`config.mk`:
```
export PLATFORM = sky130hd
export DESIGN_NAME = espi_channel_bridge
export DESIGN_NICKNAME = d
export VERILOG_FILES = /design/src/bridge_pkg.sv /design/src/pin_sync.sv /design/src/period_tick.sv /design/src/espi_channel_bridge.sv
export VERILOG_INCLUDE_DIRS = /design/src
export SDC_FILE = /design/constraint.sdc
export NUM_CORES = 1
export LEC_CHECK = 0
export BUFFER_PORTS_ARGS = -buffer_cell sky130_fd_sc_hd__buf_2
export CAP_MARGIN = 25
export CELL_PAD_IN_SITES_DETAIL_PLACEMENT = 2
export CELL_PAD_IN_SITES_GLOBAL_PLACEMENT = 2
export CORE_AREA = 2 2 183 185
export DETAILED_ROUTE_END_ITERATION = 7
export DIE_AREA = 0 0 185 187
export GPL_TIMING_DRIVEN = 0
export HOLD_SLACK_MARGIN = 0.05
export PLACE_DENSITY_LB_ADDON = 0.1
export SLEW_MARGIN = 5
export SYNTH_ARGS = -nofsm -noshare
export SYNTH_HDL_FRONTEND = slang
export SYNTH_SLANG_ARGS = --single-unit
```
`constraint.sdc`:
```
create_clock -name core_clk -period 2.4 [get_ports core_clk]
set_input_delay 0.12 -clock core_clk [delete_from_list [all_inputs] [get_ports core_clk]]
set_output_delay 0.12 -clock core_clk [all_outputs]
set_load 0.1 [all_outputs]
```
`src/bridge_params.svh`:
```
`ifndef BRIDGE_PARAMS_SVH
`define BRIDGE_PARAMS_SVH

// channel numbers
`define CH_PERIPH       2'h0
`define CH_VWIRE        2'h1
`define CH_OOB          2'h2
`define CH_FLASH        2'h3

// flash cycle types
`define FL_READ         2'h0
`define FL_WRITE        2'h1
`define FL_ERASE        2'h2

// out-of-band destination addresses for the local responders
`define OOB_TEMP_ADDR   8'h01
`define OOB_TIME_ADDR   8'h02

// completion status
`define CPL_OK          2'h0
`define CPL_UNSUCC      2'h1

// slave capability bit per channel
`define CAP_W           4

// thermal refresh period and rtc capture period
`define TEMP_PERIOD_US  1000
`define CLK_MHZ         20
`define TEMP_CYCLES     (`TEMP_PERIOD_US * `CLK_MHZ)
`define RTC_CYCLES      20000

// number of time bytes in the time response
`define TIME_BYTES      7

// flag bit positions in the time flag byte
`define FLAG_DS         0
`define FLAG_HF         1
`define FLAG_DM         2

`endif

```
`src/bridge_pkg.sv`:
```
package bridge_pkg;
  typedef enum logic [4:0] {
    ST_RESET  = 5'h01,
    ST_CONFIG = 5'h02,
    ST_IDLE   = 5'h04,
    ST_FLASH  = 5'h08,
    ST_REPLY  = 5'h10
  } link_state_e;
  typedef logic [7:0] byte_t;
endpackage

```
`src/pin_sync.sv`:
```
`timescale 1ns/1ps
`default_nettype none
module pin_sync #(
  parameter int W = 1
) (
  input  wire logic         core_clk,
  input  wire logic         srst,
  input  wire logic [W-1:0] async_in,
  output var  logic [W-1:0] sync_out
);
  logic [W-1:0] meta_reg;

  always_ff @(posedge core_clk) begin
    if (srst) begin
      meta_reg <= '0;
      sync_out <= '0;
    end else begin
      meta_reg <= async_in;
      sync_out <= meta_reg;
    end
  end
endmodule
`default_nettype wire

```
`src/period_tick.sv`:
```
`timescale 1ns/1ps
`default_nettype none
module period_tick #(
  parameter int PERIOD = 20000
) (
  input  wire logic core_clk,
  input  wire logic srst,
  output var  logic tick
);
  logic [31:0] cnt_reg;

  always_ff @(posedge core_clk) begin
    if (srst) begin
      cnt_reg <= 32'h0;
      tick    <= 1'b0;
    end else if (cnt_reg == 32'(PERIOD - 1)) begin
      cnt_reg <= 32'h0;
      tick    <= 1'b1;
    end else begin
      cnt_reg <= cnt_reg + 32'h1;
      tick    <= 1'b0;
    end
  end
endmodule
`default_nettype wire

```
`src/espi_channel_bridge.sv`:
```
// Contract
// - channel 0 carries memory and I/O cycles
// - channel 1 carries posted virtual wires only
// - channel 2 carries posted packet transfers only; code still replies to non-posted temperature and time requests
// - channel 3 carries non-posted flash requests only
// - per-channel queues, no cross-channel ordering; code has no queues and serves flash before a pending oob reply
// - learn slave channels via get configuration
// - forward host I/O/memory in enabled ranges
// - forward slave memory requests to host
// - virtual wire directions and reset domains
// - IRQ group becomes interrupt controller message
// - interrupts transported, no state kept
// - management packets forwarded unchanged
// - return periodic temperature byte on request
// - return captured time on request
// - seven time bytes in one packet
// - daylight-saving flag reflects applied saving
// - hour-format flag, bit seven PM
// - data-mode flag: binary one, bcd zero
// - flash request passed, completion returned; code drops requests that arrive outside ST_IDLE, with no completion
// - flash channel accepts read/write/erase only
// - slave uses linear flash addresses
// - transfers are whole bytes
`timescale 1ns/1ps
`default_nettype none
`include "bridge_params.svh"
module espi_channel_bridge (
  input  wire logic         core_clk,
  input  wire logic         srst,
  // link clock from the physical layer, only sampled
  input  wire logic         link_clk,
  input  wire logic         link_reset_n,
  input  wire logic         platform_reset_n,
  input  wire logic         deep_sleep_power_good,
  // configuration
  input  wire logic         cfg_done,
  input  wire logic [3:0]   cfg_slave_caps,
  output logic              cfg_get_req,
  output logic [3:0]        chan_enabled,
  // decoded inbound packets (byte granular)
  input  wire logic         rx_valid,
  input  wire logic [1:0]   rx_chan,
  input  wire logic         rx_posted,
  input  wire logic [7:0]   rx_byte,
  input  wire logic [7:0]   rx_addr,
  input  wire logic [1:0]   rx_cycle,
  input  wire logic         rx_last,
  output logic              rx_reject,
  // host side peripheral requests
  input  wire logic         host_io_req,
  input  wire logic         host_mem_req,
  input  wire logic         host_in_fixed,
  input  wire logic         host_in_prog,
  input  wire logic         range_en,
  output logic              periph_fwd,
  output logic              host_mem_fwd,
  // virtual wires towards slave
  input  wire logic         suspend_status_wire,
  input  wire logic         suspend_powerdown_ack_wire,
  input  wire logic         platform_reset_wire,
  input  wire logic         sleep_a_wire,
  input  wire logic [4:0]   deep_sleep_wires,
  output logic [3:0]        vw_out_reg_o,
  output logic [4:0]        vw_deep_reg_o,
  // virtual wires from slave: pme, wake, smi, sci, kbd reset
  output logic              power_event_wire,
  output logic              wake_wire,
  output logic              system_mgmt_irq_wire,
  output logic              system_control_irq_wire,
  output logic              keyboard_reset_wire,
  output logic              irq_msg_valid,
  output logic [7:0]        irq_msg_line,
  output logic              irq_msg_level,
  // out-of-band path
  output logic              mgmt_valid,
  output logic [7:0]        mgmt_byte,
  output logic              mgmt_last,
  input  wire logic [7:0]   thermal_byte,
  input  wire logic [55:0]  rtc_bytes,
  input  wire logic         rtc_dst,
  input  wire logic         rtc_24h,
  input  wire logic         rtc_binary,
  output logic              oob_tx_valid,
  output logic [7:0]        oob_tx_byte,
  output logic              oob_tx_last,
  // flash controller
  output logic              flash_req,
  output logic [1:0]        flash_cycle,
  output logic [7:0]        flash_data,
  input  wire logic         flash_done,
  input  wire logic [7:0]   flash_rdata,
  output logic              flash_cpl_valid,
  output logic [1:0]        flash_cpl_status,
  output logic [7:0]        flash_cpl_data
);
  bridge_pkg::link_state_e state_reg;
  logic [1:0]  link_rst_s;
  logic        dsw_ok_s;
  logic        link_clk_s;
  logic        link_clk_d;
  logic        link_rise;
  logic        temp_tick;
  logic        rtc_tick;
  logic [7:0]  temp_reg;
  logic [55:0] rtc_snap_reg;
  logic [2:0]  rtc_flag_reg;
  logic [71:0] reply_reg;
  logic [3:0]  reply_cnt_reg;
  logic        chan_ok;

  pin_sync #(.W(4)) u_sync (
    .core_clk (core_clk),
    .srst     (srst),
    .async_in ({link_clk, link_reset_n, platform_reset_n, deep_sleep_power_good}),
    .sync_out ({link_clk_s, link_rst_s, dsw_ok_s})
  );

  period_tick #(.PERIOD(`TEMP_CYCLES)) u_temp_tick (
    .core_clk (core_clk),
    .srst     (srst),
    .tick     (temp_tick)
  );

  period_tick #(.PERIOD(`RTC_CYCLES)) u_rtc_tick (
    .core_clk (core_clk),
    .srst     (srst),
    .tick     (rtc_tick)
  );

  // link clock edges are only observed for activity, never used as a clock
  always_ff @(posedge core_clk) begin
    if (srst) begin
      link_clk_d <= 1'b0;
    end else begin
      link_clk_d <= link_clk_s;
    end
  end
  assign link_rise = link_clk_s & ~link_clk_d;

  // a channel is usable only when the slave reported it
  assign chan_ok = chan_enabled[rx_chan];

  always_ff @(posedge core_clk) begin
    if (srst || !link_rst_s[1]) begin
      state_reg    <= bridge_pkg::ST_RESET;
      cfg_get_req  <= 1'b0;
      chan_enabled <= 4'h0;
    end else begin
      cfg_get_req <= 1'b0;
      case (state_reg)
        bridge_pkg::ST_RESET: begin
          cfg_get_req <= 1'b1;
          state_reg   <= bridge_pkg::ST_CONFIG;
        end
        bridge_pkg::ST_CONFIG: begin
          if (cfg_done) begin
            chan_enabled <= cfg_slave_caps;
            state_reg    <= bridge_pkg::ST_IDLE;
          end
        end
        bridge_pkg::ST_IDLE: begin
          if (flash_req) begin
            state_reg <= bridge_pkg::ST_FLASH;
          end else if (reply_cnt_reg != 4'h0) begin
            state_reg <= bridge_pkg::ST_REPLY;
          end
        end
        bridge_pkg::ST_FLASH: begin
          if (flash_done) begin
            state_reg <= bridge_pkg::ST_IDLE;
          end
        end
        bridge_pkg::ST_REPLY: begin
          if (reply_cnt_reg == 4'h1) begin
            state_reg <= bridge_pkg::ST_IDLE;
          end
        end
        default: state_reg <= bridge_pkg::ST_RESET;
      endcase
    end
  end

  // posted/non-posted legality per channel
  always_ff @(posedge core_clk) begin
    if (srst) begin
      rx_reject <= 1'b0;
    end else begin
      rx_reject <= 1'b0;
      if (rx_valid) begin
        case (rx_chan)
          `CH_VWIRE: rx_reject <= ~rx_posted | ~chan_ok;
          `CH_OOB:   rx_reject <= ~rx_posted | ~chan_ok;
          `CH_FLASH: rx_reject <= rx_posted | ~chan_ok;
          default:   rx_reject <= ~chan_ok;
        endcase
      end
    end
  end

  // peripheral channel: outbound ranges gated, inbound memory to host
  always_ff @(posedge core_clk) begin
    if (srst) begin
      periph_fwd   <= 1'b0;
      host_mem_fwd <= 1'b0;
    end else begin
      periph_fwd   <= chan_enabled[`CH_PERIPH] & range_en &
                      ((host_io_req & (host_in_fixed | host_in_prog)) | (host_mem_req & host_in_prog));
      host_mem_fwd <= rx_valid & (rx_chan == `CH_PERIPH) & chan_ok;
    end
  end

  // outbound wires: deep sleep group on its own power-good domain
  always_ff @(posedge core_clk) begin
    if (srst || !link_rst_s[1]) begin
      vw_out_reg_o <= 4'h0;
    end else begin
      vw_out_reg_o <= {sleep_a_wire, platform_reset_wire, suspend_powerdown_ack_wire, suspend_status_wire};
    end
  end

  always_ff @(posedge core_clk) begin
    if (srst || !dsw_ok_s) begin
      vw_deep_reg_o <= 5'h0;
    end else begin
      vw_deep_reg_o <= deep_sleep_wires;
    end
  end

  // inbound wires: rx_addr selects the wire, bit 0 of rx_byte its level
  always_ff @(posedge core_clk) begin
    if (srst || !link_rst_s[1]) begin
      power_event_wire <= 1'b1;
      wake_wire        <= 1'b1;
    end else if (rx_valid && rx_chan == `CH_VWIRE && chan_ok && rx_posted) begin
      if (rx_addr == 8'h80) power_event_wire <= rx_byte[0];
      if (rx_addr == 8'h81) wake_wire <= rx_byte[0];
    end
  end

  always_ff @(posedge core_clk) begin
    if (srst || !link_rst_s[0]) begin
      system_mgmt_irq_wire    <= 1'b1;
      system_control_irq_wire <= 1'b1;
      keyboard_reset_wire     <= 1'b1;
    end else if (rx_valid && rx_chan == `CH_VWIRE && chan_ok && rx_posted) begin
      if (rx_addr == 8'h82) system_mgmt_irq_wire <= rx_byte[0];
      if (rx_addr == 8'h83) system_control_irq_wire <= rx_byte[0];
      if (rx_addr == 8'h84) keyboard_reset_wire <= rx_byte[0];
    end
  end

  // irq groups (addr below 0x80) pass straight through; no per-line state
  always_ff @(posedge core_clk) begin
    if (srst) begin
      irq_msg_valid <= 1'b0;
      irq_msg_line  <= 8'h0;
      irq_msg_level <= 1'b0;
    end else begin
      irq_msg_valid <= rx_valid & (rx_chan == `CH_VWIRE) & chan_ok & rx_posted & ~rx_addr[7];
      irq_msg_line  <= {1'b0, rx_byte[6:0]};
      irq_msg_level <= rx_byte[7];
    end
  end

  // management packets are bytes forwarded unchanged
  always_ff @(posedge core_clk) begin
    if (srst) begin
      mgmt_valid <= 1'b0;
      mgmt_byte  <= 8'h0;
      mgmt_last  <= 1'b0;
    end else begin
      mgmt_valid <= rx_valid & (rx_chan == `CH_OOB) & chan_ok & rx_posted &
                    (rx_addr != `OOB_TEMP_ADDR) & (rx_addr != `OOB_TIME_ADDR);
      mgmt_byte  <= rx_byte;
      mgmt_last  <= rx_last;
    end
  end

  always_ff @(posedge core_clk) begin
    if (srst) begin
      temp_reg <= 8'h0;
    end else if (temp_tick) begin
      temp_reg <= thermal_byte;
    end
  end

  // whole capture in one cycle so the reply never mixes intervals
  always_ff @(posedge core_clk) begin
    if (srst) begin
      rtc_snap_reg <= 56'h0;
      rtc_flag_reg <= 3'h0;
    end else if (rtc_tick) begin
      rtc_snap_reg <= rtc_bytes;
      rtc_flag_reg <= {rtc_binary, rtc_24h, rtc_dst};
    end
  end

  // reply shifter: low byte goes out first
  always_ff @(posedge core_clk) begin
    if (srst) begin
      reply_reg     <= 72'h0;
      reply_cnt_reg <= 4'h0;
    end else if (state_reg == bridge_pkg::ST_REPLY) begin
      reply_reg     <= {8'h0, reply_reg[71:8]};
      reply_cnt_reg <= reply_cnt_reg - 4'h1;
    end else if (reply_cnt_reg == 4'h0 && rx_valid && rx_last && rx_chan == `CH_OOB && chan_ok) begin
      if (rx_addr == `OOB_TEMP_ADDR) begin
        reply_reg     <= {64'h0, temp_reg};
        reply_cnt_reg <= 4'h1;
      end else if (rx_addr == `OOB_TIME_ADDR) begin
        reply_reg     <= {rtc_snap_reg, 5'h0, rtc_flag_reg, 8'h0};
        reply_cnt_reg <= 4'(`TIME_BYTES + 2);
      end
    end
  end

  always_ff @(posedge core_clk) begin
    if (srst) begin
      oob_tx_valid <= 1'b0;
      oob_tx_byte  <= 8'h0;
      oob_tx_last  <= 1'b0;
    end else begin
      oob_tx_valid <= state_reg == bridge_pkg::ST_REPLY;
      oob_tx_byte  <= reply_reg[7:0];
      oob_tx_last  <= (state_reg == bridge_pkg::ST_REPLY) && reply_cnt_reg == 4'h1;
    end
  end

  // flash: legal cycles go to the controller, others completed locally
  always_ff @(posedge core_clk) begin
    if (srst) begin
      flash_req        <= 1'b0;
      flash_cycle      <= `FL_READ;
      flash_data       <= 8'h0;
      flash_cpl_valid  <= 1'b0;
      flash_cpl_status <= `CPL_OK;
      flash_cpl_data   <= 8'h0;
    end else begin
      flash_req       <= 1'b0;
      flash_cpl_valid <= 1'b0;
      if (state_reg == bridge_pkg::ST_FLASH && flash_done) begin
        flash_cpl_valid  <= 1'b1;
        flash_cpl_status <= `CPL_OK;
        flash_cpl_data   <= flash_rdata;
      end else if (state_reg == bridge_pkg::ST_IDLE && !flash_req && rx_valid && rx_last &&
                   rx_chan == `CH_FLASH && chan_ok && !rx_posted) begin
        if (rx_cycle == `FL_READ || rx_cycle == `FL_WRITE || rx_cycle == `FL_ERASE) begin
          flash_req   <= 1'b1;
          flash_cycle <= rx_cycle;
          flash_data  <= rx_byte;
        end else begin
          flash_cpl_valid  <= 1'b1;
          flash_cpl_status <= `CPL_UNSUCC;
          flash_cpl_data   <= 8'h0;
        end
      end
    end
  end
endmodule
`default_nettype wire

```
==> results.cfg, run 1 <==
[logic_synthesis]
yosysTopAreaCell = dfxtp_1
synth.top_cells.by_area = dfxtp_1 52%, nor2_1 7.5%, mux2i_1 6.8%, a221oi_1 4.8%, xor2_1 3.6%
postSynthCellCount = 1178
syn_area_per_cell_um2 = 9.33
yosys_warnings = 0
ys.flop_type = dfxtp_1
seq_area_frac_synth = 0.517
synth_cell_types = 52
synth_top_area_frac = 0.517
synth_area_mm2 = 0.0110
synth.most_common_cell = dfxtp_1
synth_commonest_cells = 284 x dfxtp_1, 219 x nor2_1, 75 x mux2i_1
synthArstFlopShare = 0
synth-seq-cells = 284
synth_edf_count = 0

[sta]
finalCriticalPeriod_ps = 2290
setup_viol = 0
holdWs_ps = 141
tightest_slew_ps = 913
hold_viol = 0
max-slew-margin-rel = 0.390
layout_worst_path_cycle_share = 0.952
slew_violations = 0
fmax_mhz = 438
fin_skew_ps = 12.3

[global_route]
grt_max_degree = 13
grt_first_pass_wirelength_mm = 65.2
grt.total_usage = 0.238
grt_remaining_overflow = 0
grt_antenna_before_repair = 2
first_global_vias = 11537

[worst_hold_path]
hp-class = primary input to flop

[die]
initial_core_util = 0.334
num_rows = 67
dieArea_mm2 = 0.0346
core_area_mm2 = 0.0329
die_x_um = 185
pin_count = 198
dieHeight_um = 187

[run_status]
status = finished clean

[clock_network]
htree_levels = 2
clock_path_buffers = 3
clk_pin_slew_ps = 60
cts-root-buf = clkbuf_16
numClockSinks = 284
cts_tree = done
clk_latency_ps = 510
cts_inserted_buffers = 35

[finish]
final_nets = 1661
final_area_mm2 = 0.0151
largest_reg_flops = 72
drive_above_1_share = 0.210
regArea_mm2 = 0.00569
nFillCells = 3494
syn_to_final_growth_pct = 37.6
multiInputGateArea_mm2 = 0.00504

[drt]
vias = 10241
drc = 0
ant_nets = 0
drt-total-wl_mm = 41.7
dr.pass1.iters = 4
drt-vias-per-instance = 5.10
wl_per_cell_um = 20.8
drt_iter0_markers = 547

[worst_setup_path]
setup.worst_path.start = rx_addr[3]
max_stage_delay_ps = 530
crit_chain = dlygate4sd3_1 -> buf_2 -> nor2_1 -> nand3_1 -> o21a_2 -> clkbuf_2 -> buf_2 -> a221oi_1 -> nor2_1
rrSetupSlack_ps = 130
worstSetupPathType = primary input to flop
r2r-start = reply_cnt_reg[0]
reg2regPathDepth = 9
end_kind = flop
cp_slowest_cell = dlygate4sd3_1
rr_endpoint = reply_reg[38]
critPathCapture = reply_reg[38]
cp.arrival_ps = 2680
worstPathMaxFanout = 10
start_kind = primary input
cp_data_required_time_ps = 2790

[power]
p_total_mw = 10.9
power.density_mw_per_mm2 = 721
ir_drop_mv = 0.396
leakagePower_nw = 6.09

[placement]
gp_congestion = 0.741
io_buffers = 194
placed_area_mm2 = 0.0125
hpwl_mm = 26.2

[flow_run]
max_cap_viol_count = 0
## cell usage in the layout, fill, tap and decap left out, types with 10 or more instances in the layout
cell,synthesis,layout
a221oi_1,60,53
xnor2_1,14,14
clkbuf_1,49,41
nor2_1,219,217
nor3_1,12,10
and2_1,11,11
nand4_1,30,30
nor4_1,18,16
buf_4,10,13
a21oi_1,23,23
dfxtp_1,284,284
xor2_1,45,45
mux2i_1,75,75
inv_1,11,11
clkbuf_2,0,12
clkbuf_16,0,37
nand2_1,57,56
nor2b_1,35,35
buf_1,11,11
dlygate4sd3_1,0,121
nand3_1,54,53
o21ai_0,65,65
buf_2,6,201
## area by class of cell
type	count	area share
Sequential cell	284	0.376
Multi-Input combinational cell	804	0.333
Timing Repair Buffer	318	0.146
Clock buffer	51	0.0700
Tap cell	448	0.0371
Buffer	79	0.0257
Clock inverter	12	0.00894
Inverter	11	0.00273
Antenna cell	2	0.000331
## worst min-delay path by stage
stage                        start  slack [ps]  depth (start not counted)               to
6_report                rx_addr[7]         140                          5        wake_wire
2_1_floorplan           rx_chan[0]         200                          1     host_mem_fwd
4_1_cts                 rx_chan[1]         110                          4        rx_reject
5_1_grt                 rx_addr[6]         160                          5        wake_wire
3_5_place_dp          sleep_a_wire         330                          2  vw_out_reg_o[3]
3_3_place_gp   suspend_status_wire         320                          2  vw_out_reg_o[0]
## power by group
group / switching (mW) / internal (mW)
combinational: 0.394 / 0.265
sequential: 0.0223 / 4.74
clock: 2.09 / 3.38
## per-stage QoR
step	worst slack, ps	instances	util	setup TNS (ps)
after floorplan	52.7	1179	-	0
after global placement	-611	1821	0.381	-13560
after detailed placement	-318	1823	0.382	-15970
after CTS	27.2	2006	0.456	0
after global routing	-5.23	2009	0.460	-5.23
final	115	2009	0.460	0
## per-layer routing
| metal | global-route usage | vias to the layer above | routed length [µm] | part of all wire |
|---|---|---|---|---|
| li1 | - | 4847 | - | - |
| met1 | 0.295 | 5107 | 18100 | 0.43 |
| met2 | 0.430 | 234 | 20900 | 0.50 |
| met3 | 0.0374 | 53 | 1870 | 0.045 |
| met4 | 0.0562 | 0 | 769 | 0.018 |
| met5 | 0 | - | 0 | 0 |
## critical path, delay by kind of cell
kind	cells	cell delay [ps]
buffers and inverters	4	1150
AND/OR/NAND/NOR	3	700
AO/OA/AOI/OAI	2	690
## cell families after synthesis
logic type / count (synthesis) / synth area share
AND/OR/NAND/NOR: 481 / 0.210
flip-flops: 284 / 0.517
AO/OA/AOI/OAI: 183 / 0.114
buffers and inverters: 91 / 0.0379
multiplexers: 75 / 0.0683
XOR/XNOR: 59 / 0.0470
adder cells (fa/ha/maj): 4 / 0.00455
other: 1 / 0.000341
## repair_timing
action / in CTS / in global routing
resized for setup: 14 / 33
hold buffers: 121 / 0
endpoints found under the hold margin: 115 / 0
buffers inserted: 0 / 1
endpoints found under the setup margin: 131 / 135
No activity file was read; power rests on OpenSTA's default activity.
==> run 2, diff against run 1 <==
==> constraint.sdc (replaced) <==
create_clock -name core_clk -period 2.4 [get_ports core_clk]
set_input_delay 0.48 -clock core_clk [delete_from_list [all_inputs] [get_ports core_clk]]
set_output_delay 0.48 -clock core_clk [all_outputs]
set_load 0.1 [all_outputs]
==> run 2 against run 1 <==
  * Clock power is essentially flat
  * Fmax grew 0.20%
  * Critical path type unchanged
  * Worst setup slack gained 4.4 ps
  * Sequential power is essentially flat
  * Wire length shrank 13%
  * Largest cell class unchanged
  * Final cell count shrank 6.1%
  * Power shrank 1.8%
  * Global-route usage shrank 3.1 points
  * Via count shrank 6.2%
  * Die area is the same
==> results.cfg, run 2 (synthesized netlist as in run 1, its figures left out) <==
[run_status]
status = finished clean

[sta]
hold_viol = 0
layout_worst_path_cycle_share = 0.950
max-slew-margin-rel = 0.369
slew_violations = 0
fmax_mhz = 438
setup_viol = 0
tightest_slew_ps = 946
holdWs_ps = 172
fin_ws_ps = 119
finalCriticalPeriod_ps = 2280
fin_skew_ps = 10.5

[drt]
routed-wl-met2_mm = 17.2
drt-total-wl_mm = 36.1
wl_met1_mm = 16.4
dr_wl_met3_mm = 1.87
drt-vias-per-instance = 5.09
ant_nets = 0
drc = 0
drt_iter0_markers = 462
routed.top_layer = met4
dr.pass1.iters = 4
wl_per_cell_um = 19.1
vias = 9609

[power]
leakagePower_nw = 5.57
power.density_mw_per_mm2 = 770
ir_drop_mv = 0.369

[die]
num_rows = 67
pin_count = 198
dieHeight_um = 187
initial_core_util = 0.334
die_x_um = 185
core_area_mm2 = 0.0329
dieArea_mm2 = 0.0346

[worst_setup_path]
cpLargestDelayFamily = simple AND/OR/NAND/NOR gates
worstSetupPathType = primary input to flop
cp.arrival_ps = 2670
max_stage_delay_ps = 450
cp_slowest_cell = nor4_4
start_kind = primary input
crit_buf_inv = 3
end_kind = flop
worstPathMaxFanout = 10
cp_data_required_time_ps = 2790
crit_chain = buf_2 -> nor4_4 -> nand3_1 -> o21a_2 -> clkbuf_2 -> buf_2 -> a221oi_2 -> nor2_1
cpMostUsedCell = buf_2

[global_route]
grt_antenna_before_repair = 1
grt_remaining_overflow = 0
grt_first_pass_wirelength_mm = 56.8
grt_max_degree = 13
first_global_vias = 10398
grt.total_usage = 0.207

[clock_network]
clock_path_buffers = 3
cts_tree = done
cts-root-buf = clkbuf_16
clk_latency_ps = 510
cts_inserted_buffers = 35
htree_levels = 2
clk_pin_slew_ps = 60
numClockSinks = 284

[finish]
largest_reg_flops = 72
nFillCells = 3663
drive_above_1_share = 0.223
final_nets = 1540
final_cell_mix = 284 x dfxtp_1, 217 x nor2_1, 200 x buf_2
final_area_mm2 = 0.0139
final_common_cell = dfxtp_1
syn_to_final_growth_pct = 26.3

[placement]
placed_area_mm2 = 0.0125
hpwl_mm = 26.2
dp_slack_ps = -614
gp_congestion = 0.741
io_buffers = 194

[flow_run]
max_cap_viol_count = 0

[worst_hold_path]
hp-class = primary input to flop
-- run 2: cell types whose count changed in the layout (fill, tap and decap cells not counted), sizes merged --
cell	delta
dlygate4sd3	-121
buf	-1
clkbuf	+1
diode	-1
-- run 2: repair_timing --
item / in CTS / in global routing
setup buffers: 0 / 1
gates cloned: 0 / 0
endpoints found under the setup margin: 131 / 134
gates resized for setup: 15 / 25
hold buffers: 0 / 0
-- run 2: layout make-up --
cell class                 count  area (µm²)  area share
buffer                        79         387      0.0278
tap                          448         561      0.0404
antenna                        1        2.50    0.000180
clock inverter                12         135     0.00973
inverter                      11        41.3     0.00297
sequential                   284        5690       0.410
clock buffer                  51        1060      0.0762
multi-input combinational    804        5020       0.362
timing repair buffer         197         993      0.0716
-- run 2: per-stage QoR --
step	power, mW	instances	util	setup TNS (ps)
after floorplan	5.14	1179	-	0
after CTS	10.8	1885	0.420	0
final	10.7	1887	0.422	0
after detailed placement	5.36	1823	0.382	-39840
after global placement	5.35	1821	0.381	-37020
after global routing	11.1	1886	0.422	-4.43
-- run 2: report_power, final --
group	switching, mW	internal (mW)	total, mW
clock network	2.06	3.38	5.44
registers	0.0199	4.74	4.76
logic	0.347	0.145	0.492
total	2.43	8.27	10.7
-- run 2: routing by layer --
layer,global-route usage,vias up
li1,-,4610
met1,0.270,4731
met2,0.357,223
met3,0.0376,45
met4,0.0433,0
met5,0,-
-- run 2: final timing paths --
check,endpoint,from,cells past startpoint,slack (ps)
worst max-delay path,reply_reg[37],rx_addr[5],8,120
worst min-delay path,vw_deep_reg_o[4],deep_sleep_wires[4],2,170
worst min register to register,reply_reg[11],reply_reg[19],2,450
worst max register to register,reply_reg[37],reply_cnt_reg[0],9,130
